<file path="src/include/fxf_cfg.svh">
// Constants for the fixed-point to single-precision converter
`ifndef FXF_CFG_SVH
`define FXF_CFG_SVH

// ****************************************************************
// Operand format defaults and limits
// ****************************************************************
`define FXF_DW_DEFAULT    12
`define FXF_FW_DEFAULT    8
`define FXF_DW_MIN        2
`define FXF_DW_MAX        32
`define FXF_FW_MAX        23

// ****************************************************************
// Single-precision field layout
// ****************************************************************
`define FXF_SIGN_POS      31
`define FXF_EXP_MSB       30
`define FXF_EXP_LSB       23
`define FXF_MANT_W        23
`define FXF_EXP_BIAS      127
`define FXF_EXP_MAX       8'hff

// ****************************************************************
// Output buffer
// ****************************************************************
`define FXF_FIFO_DEPTH    8
`define FXF_WORD_W        32

`endif

</file>
<file path="src/include/fxf_pkg.sv">
// Types used by the converter for its two pipeline stages
package fxf_pkg;

   // ****************************************************************
   // Single-precision word as three fields, sign at the top
   // ****************************************************************
   typedef struct packed {
      logic        sign;   // Set for negative values
      logic [7:0]  exp;    // Biased exponent
      logic [22:0] mant;   // Fraction below the hidden one
   } fxf_float_t;

   // ****************************************************************
   // First stage: sign and magnitude of the operand
   // ****************************************************************
   typedef struct packed {
      logic        vld;    // Stage holds a captured operand
      logic        sign;   // Operand sign
      logic [31:0] mag;    // Absolute value, zero extended
   } fxf_stage_t;

endpackage : fxf_pkg

</file>
<file path="src/rtl/fxf_convert.sv">
// Fixed-point to single-precision converter with its output buffer
//
// Operation
// - Capture and advance only on enabled edges
// - Result appears on ieee_out two advances later and enters the buffer on the third, an advance being an enabled edge with buffer room
// - New operand accepted every enabled edge while the buffer has room
// - Output is sign, exponent, mantissa, high first
// - Value is sign, exponent less 127, one-dot-mantissa
// - Result follows single-precision standard format
// - Operand signed, fraction bits below binary point
`timescale 1ns/1ps
`include "fxf_cfg.svh"

// ****************************************************************
// Synchronous FIFO, flip-flop storage addressed by index
// ****************************************************************
module fxf_fifo #(
   parameter int WIDTH = `FXF_WORD_W,
   parameter int DEPTH = `FXF_FIFO_DEPTH
) (
   // Clock and reset
   input  wire logic             clock,
   input  wire logic             rst_n,
   // Filling side
   input  wire logic             in_valid,
   output logic                  in_ready,
   input  wire logic [WIDTH-1:0] in_data,
   // Draining side
   output logic                  out_valid,
   input  wire logic             out_ready,
   output logic [WIDTH-1:0]      out_data
);
   localparam int AW = $clog2(DEPTH);

   logic [WIDTH-1:0] mem_q [DEPTH];    // Word storage
   logic [AW-1:0]    wr_q;             // Write index
   logic [AW-1:0]    rd_q;             // Read index
   logic [AW:0]      cnt_q;            // Words held
   logic             push;             // Word enters
   logic             pop;              // Word leaves

   // Full and empty straight from the count
   assign in_ready  = (cnt_q != (AW+1)'(DEPTH));
   assign out_valid = (cnt_q != '0);
   assign push      = in_valid && in_ready;
   assign pop       = out_valid && out_ready;
   assign out_data  = mem_q[rd_q];

   // Storage, written only at the write index
   always_ff @(posedge clock) begin
      if (push) begin
         mem_q[wr_q] <= in_data;
      end
   end

   // Indices wrap at the depth
   always_ff @(posedge clock or negedge rst_n) begin
      if (!rst_n) begin
         wr_q <= '0;
         rd_q <= '0;
      end else begin
         if (push) begin
            wr_q <= (wr_q == AW'(DEPTH-1)) ? '0 : wr_q + 1'b1;
         end
         if (pop) begin
            rd_q <= (rd_q == AW'(DEPTH-1)) ? '0 : rd_q + 1'b1;
         end
      end
   end

   // Occupancy, push and pop together leave it alone
   always_ff @(posedge clock or negedge rst_n) begin
      if (!rst_n) begin
         cnt_q <= '0;
      end else if (push && !pop) begin
         cnt_q <= cnt_q + 1'b1;
      end else if (pop && !push) begin
         cnt_q <= cnt_q - 1'b1;
      end
   end
endmodule : fxf_fifo

// ****************************************************************
// Converter top: two register levels, then the output buffer
// ****************************************************************
module fxf_convert #(
   parameter int DW = `FXF_DW_DEFAULT,     // operand_width
   parameter int FW = `FXF_FW_DEFAULT      // fraction_bit_count
) (
   // Clock and reset
   input  wire logic          clock,
   input  wire logic          rstn,
   // Operand side
   input  wire logic          en,
   input  wire logic [DW-1:0] fixed_in,
   output logic               in_ready,
   // Direct pipeline result
   output logic [31:0]        ieee_out,
   output logic               ieee_valid,
   // Buffered result stream
   output logic               out_valid,
   input  wire logic          out_ready,
   output logic [31:0]        out_data
);

   // ****************************************************************
   // Helpers
   // ****************************************************************

   // Position of the highest set bit, zero when none is set
   function automatic logic [4:0] lead_pos(input logic [31:0] v);
      logic [4:0] p;
      p = '0;
      for (int i = 0; i < 32; i++) begin
         if (v[i]) begin
            p = 5'(i);
         end
      end
      return p;
   endfunction : lead_pos

   // Absolute value of the operand, most negative fits unsigned
   function automatic logic [31:0] abs_of(input logic [DW-1:0] x);
      logic [DW-1:0] a;
      a = x[DW-1] ? (~x + 1'b1) : x;
      return 32'(a);
   endfunction : abs_of

   // ****************************************************************
   // Reset release through two flip-flops
   // ****************************************************************
   logic [1:0] rst_sync_q;                 // Release shift chain
   logic       rst_n_s;                    // Released reset

   always_ff @(posedge clock or negedge rstn) begin
      if (!rstn) begin
         rst_sync_q <= 2'h0;
      end else begin
         rst_sync_q <= {rst_sync_q[0], 1'b1};
      end
   end
   assign rst_n_s = rst_sync_q[1];

   // ****************************************************************
   // Advance control
   // ****************************************************************
   fxf_pkg::fxf_stage_t s1_q;              // Sign and magnitude
   fxf_pkg::fxf_float_t res_q;             // Packed result
   fxf_pkg::fxf_float_t res_d;             // Next result
   logic                res_vld_q;         // Result register filled
   logic                fifo_ready;        // Buffer has room
   logic                adv;               // Pipeline moves this edge

   // A full buffer stalls the whole pipe, so no result is ever dropped;
   // the cost is that en alone no longer decides the advance.
   assign adv      = en && fifo_ready;
   assign in_ready = fifo_ready;

   // ****************************************************************
   // Stage one: capture operand as sign and magnitude
   // ****************************************************************
   // capture on advance
   always_ff @(posedge clock or negedge rst_n_s) begin
      if (!rst_n_s) begin
         s1_q <= '0;
      end else if (adv) begin
         s1_q.vld  <= 1'b1;
         s1_q.sign <= fixed_in[DW-1];
         s1_q.mag  <= abs_of(fixed_in);
      end
   end

   // ****************************************************************
   // Stage two: normalise and pack
   // ****************************************************************
   logic [4:0]  pos;                       // Leading one of magnitude
   logic [63:0] norm;                      // Leading one at bit 63

   assign pos  = lead_pos(s1_q.mag);
   assign norm = 64'(s1_q.mag) << (6'd63 - 6'(pos));

   // Bits below the hidden one are truncated, never rounded
   always_comb begin
      res_d = '0;
      if (s1_q.mag != '0) begin
         res_d.sign = s1_q.sign;
         res_d.exp  = 8'(`FXF_EXP_BIAS + 32'(pos) - FW);
         res_d.mant = norm[62:40];
      end
   end

   always_ff @(posedge clock or negedge rst_n_s) begin
      if (!rst_n_s) begin
         res_q     <= '0;
         res_vld_q <= 1'b0;
      end else if (adv) begin
         res_q     <= res_d;
         res_vld_q <= s1_q.vld;
      end
   end

   assign ieee_out   = res_q;
   assign ieee_valid = res_vld_q;

   // ****************************************************************
   // Output buffer
   // ****************************************************************
   // one result per advance once the result register is filled
   fxf_fifo #(
      .WIDTH (`FXF_WORD_W),
      .DEPTH (`FXF_FIFO_DEPTH)
   ) u_fifo (
      .clock     (clock),
      .rst_n     (rst_n_s),
      .in_valid  (adv && res_vld_q),
      .in_ready  (fifo_ready),
      .in_data   (ieee_out),
      .out_valid (out_valid),
      .out_ready (out_ready),
      .out_data  (out_data)
   );
endmodule : fxf_convert

</file>
<file path="config.mk">
export PLATFORM = sky130hd
export DESIGN_NAME = fxf_convert
export DESIGN_NICKNAME = d
export VERILOG_FILES = /design/src/include/fxf_pkg.sv /design/src/rtl/fxf_convert.sv
export VERILOG_INCLUDE_DIRS = /design/src /design/src/include
export SDC_FILE = /design/constraint.sdc
export NUM_CORES = 1
export LEC_CHECK = 0
export ABC_AREA = 1
export BUFFER_PORTS_ARGS = -buffer_cell sky130_fd_sc_hd__clkbuf_2
export CORE_MARGIN = 2
export CORE_UTILIZATION = 60
export DETAILED_ROUTE_END_ITERATION = 8
export PLACE_DENSITY = 0.88
export SLEW_MARGIN = 20
export SYNTH_ARGS = -nofsm -noshare
export SYNTH_HDL_FRONTEND = slang
export SYNTH_SLANG_ARGS = --single-unit
</file>
<file path="constraint.sdc">
create_clock -name clock -period 1.75 [get_ports clock]
set_input_delay 0.0875 -clock clock [delete_from_list [all_inputs] [get_ports clock]]
set_output_delay 0.0875 -clock clock [all_outputs]
set_load 0.1 [all_outputs]
</file>
==> reports/metrics.yaml <==
post_drt_via_cell_ratio: 6.99
fin_skew_ps: 40.3
final_util: 0.886
setup_viol: 180
arrival_ps: 2430
synth_area_leader_cell: "edfxtp_1"
slowest_delay_ps: 490
clock-root-buffer: "clkbuf_16"
synth-seq-cells: 234
min_period_ps: 2520
drt_iter0_drc: 1679
crit_type: "flip-flop to primary output"
maxCapViolCount: 0
clock-sinks: 234
grt_max_degree: 40
synth_cells: 905
antenna_found_initial: 1
maxSlewHeadroom: 0.605
fp.dieArea_um2: 17700
drv_slew: 0
synth_top_area_share: 0.554
ys_warn_count: 0
place.gp.congestion: 0.868
m1WireLength_mm: 12.7
fin_nets: 1118
crit_chain: "buf_12 > clkinv_16 > buf_12 > buf_16 > o21ai_1 > a31oi_4 > buf_12"
syn_area_per_cell_um2: 11.0
grt_first_pass_wirelength_mm: 50.3
max_slew.worst_pin.slew_ps: 589
grt_pass1_vias: 8268
routed_wl_mm: 41.2
violations: "setup timing"
met3_wirelength_mm: 5.11
wl_per_cell_um: 31.0
syn_to_final_growth_pct: 45.7
highest-signal-layer: "met4"
whs_ps: 50.1
finalHoldViolCount: 0
antenna_left: 0
n_fill_cell: 544
initial_core_util: 0.608
cp_common_cell: "buf_12"
cp_max_fo: 8
fmax_mhz: 397
dieHeight_um: 133
cts_tree: "done"
final_layout_size_suffix_gt1_frac: 0.394
post-route-period-util: 1.44
cts_buffer_depth: 3
ys_seq_area_frac: 0.679
worst_path_max_delay_cell: "o21ai_1"
overflow: 0
layout_setup_ws_ps: -768
synthTopCellsByArea: "edfxtp_1 55%, dfrtp_1 13%, nor2_1 7.2%"
antenna_cells: 0
pre_cts_slack_ps: -330
vias: 9286
core_area_um2: 16400
path_buf_inv: 5
grt_usage: 0.381
final_area_um2: 14500
first_pass_iters: 6
place_area_um2: 11700
ios: 83
min_path_type: "input port to flip-flop"
drc: 0
critical-path-top-delay-family: "buffers and inverters"
wl_met2_mm: 19.4
synth.distinct_cells: 38
synth_area_um2: 9980
cts_max_level: 1
outcome: "complete, but fails checks"
rows: 47
insertion_delay_ps: 540
io_buffer_count: 66
cts_made_buffers: 23
path_clk_slew_ps: 70
crit_path_start_kind: "flip-flop"
required_ps: 1660
dieWidth_um: 133
hpwl_mm: 14.4
end_kind: "primary output"
rsz0062_at_grt: "yes"
cells by family (layout without fill, tap and decap cells):
kind of cell,after synthesis,after routing,synth area share
XOR/XNOR,11,11,0.00965
adder cells (fa/ha/maj),11,11,0.0145
other,2,17,0.000753
AND/OR/NAND/NOR,360,366,0.147
buffers and inverters,104,286,0.0489
AO/OA/AOI/OAI,183,183,0.0998
flip-flops,234,234,0.679
through the flow:
| step | cells | setup TNS, ps |
|---|---|---|
| CTS | 1310 | -21730 |
| finish | 1328 | -41510 |
| global placement | 1202 | -23810 |
| floorplan | 920 | -198930 |
| global route | 1328 | -50580 |
| detailed placement | 1202 | -36800 |
worst register-to-register path: stages (launching register included):
cell      delay [ps]
dfrtp_1          410
nor2_4           150
nand3b_1         130
nand2_2          120
inv_2             50
nand2_4           70
inv_4             50
ha_4             170
inv_4             70
ha_4             190
a21o_1           180
a21oi_2          140
nand2_1           60
nand2_1           70
nor2_2            50
xor2_1           130
area by class of cell:
| class | instances | area (um^2) | area share |
|---|---|---|---|
| Clock buffer | 35 | 631 | 0.0434 |
| Clock inverter | 7 | 36.3 | 0.00250 |
| Inverter | 41 | 190 | 0.0131 |
| Multi-Input combinational cell | 588 | 4090 | 0.281 |
| Sequential cell | 234 | 6780 | 0.467 |
| Tap cell | 220 | 275 | 0.0189 |
| Timing Repair Buffer | 203 | 2530 | 0.174 |
cells in the final DEF (no fill, tap or decap), types with 16 or more instances in the layout:
cell	Yosys	routed
nand2_2	3	16
o21ai_0	121	40
buf_4	20	56
clkbuf_16	0	29
o21ai_1	0	51
a31oi_4	0	23
nand2_1	107	84
o22ai_2	0	20
nor2_4	0	22
o21ai_2	0	26
nand3_1	42	18
edfxtp_1	184	184
inv_1	38	31
nor2_2	1	35
buf_6	1	19
conb_1	2	17
buf_12	0	51
dfrtp_1	50	45
clkbuf_2	0	34
nor2_1	191	139
nand3_2	2	22
per-layer routing:
metal	up-vias	GRT usage
met5	-	0
met4	0	0.177
met3	339	0.0663
met2	1076	0.659
met1	4347	0.471
li1	3524	-
registers in the layout, indices dropped and copies added (netlist names):
| register | count |
|---|---|
| u_fifo.mem_q | 184 |
| u_fifo.wr_q | 3 |
| rst_sync_q | 2 |
| s1_q | 14 |
| ieee_out | 23 |
| ieee_valid | 1 |
| u_fifo.rd_q | 3 |
| u_fifo.cnt_q | 4 |
final timing paths:
check,from,end,slack [ps],cells after the start
worst min-delay path,out_ready,u_fifo.cnt_q[0],50,4
max in group asynchronous,rst_sync_q[1],ieee_out[9],1050,1
worst max register to register,u_fifo.cnt_q[1],u_fifo.cnt_q[3],-410,15
worst max-delay path,u_fifo.rd_q[0],out_data[14],-770,7
worst min register to register,rst_sync_q[1],s1_q[10],140,0
min in group asynchronous,rst_sync_q[1],s1_q[10],140,0
repair_timing:
item | 4_1_cts | 5_1_grt
hold buffers | 15 | 0
cloned | 15 | 8
buffers inserted | 38 | 18
endpoints found under the setup margin | 215 | 242
pin swaps | 38 | 66
resized for setup | 124 | 235
hold endpoints to repair | 15 | 0
cells in the mapped netlist, drive strengths merged:
master / count
a21o: 1
a21oi: 7
a22o: 1
a31oi: 24
a41oi: 1
buf: 26
clkbuf: 37
clkinv: 1
conb: 2
dfrtp: 50
edfxtp: 184
fa: 1
ha: 10
inv: 40
nand2: 112
nand3: 44
nand3b: 1
nand4: 1
nor2: 192
nor3: 4
nor3b: 1
nor4: 2
o211ai: 3
o21a: 1
o21ai: 121
o22ai: 24
or2: 3
xnor2: 7
xor2: 4
Power is left out: the tool's default activity adds up to more than one toggle a clock period on the data nets, which glitch-free logic cannot reach.
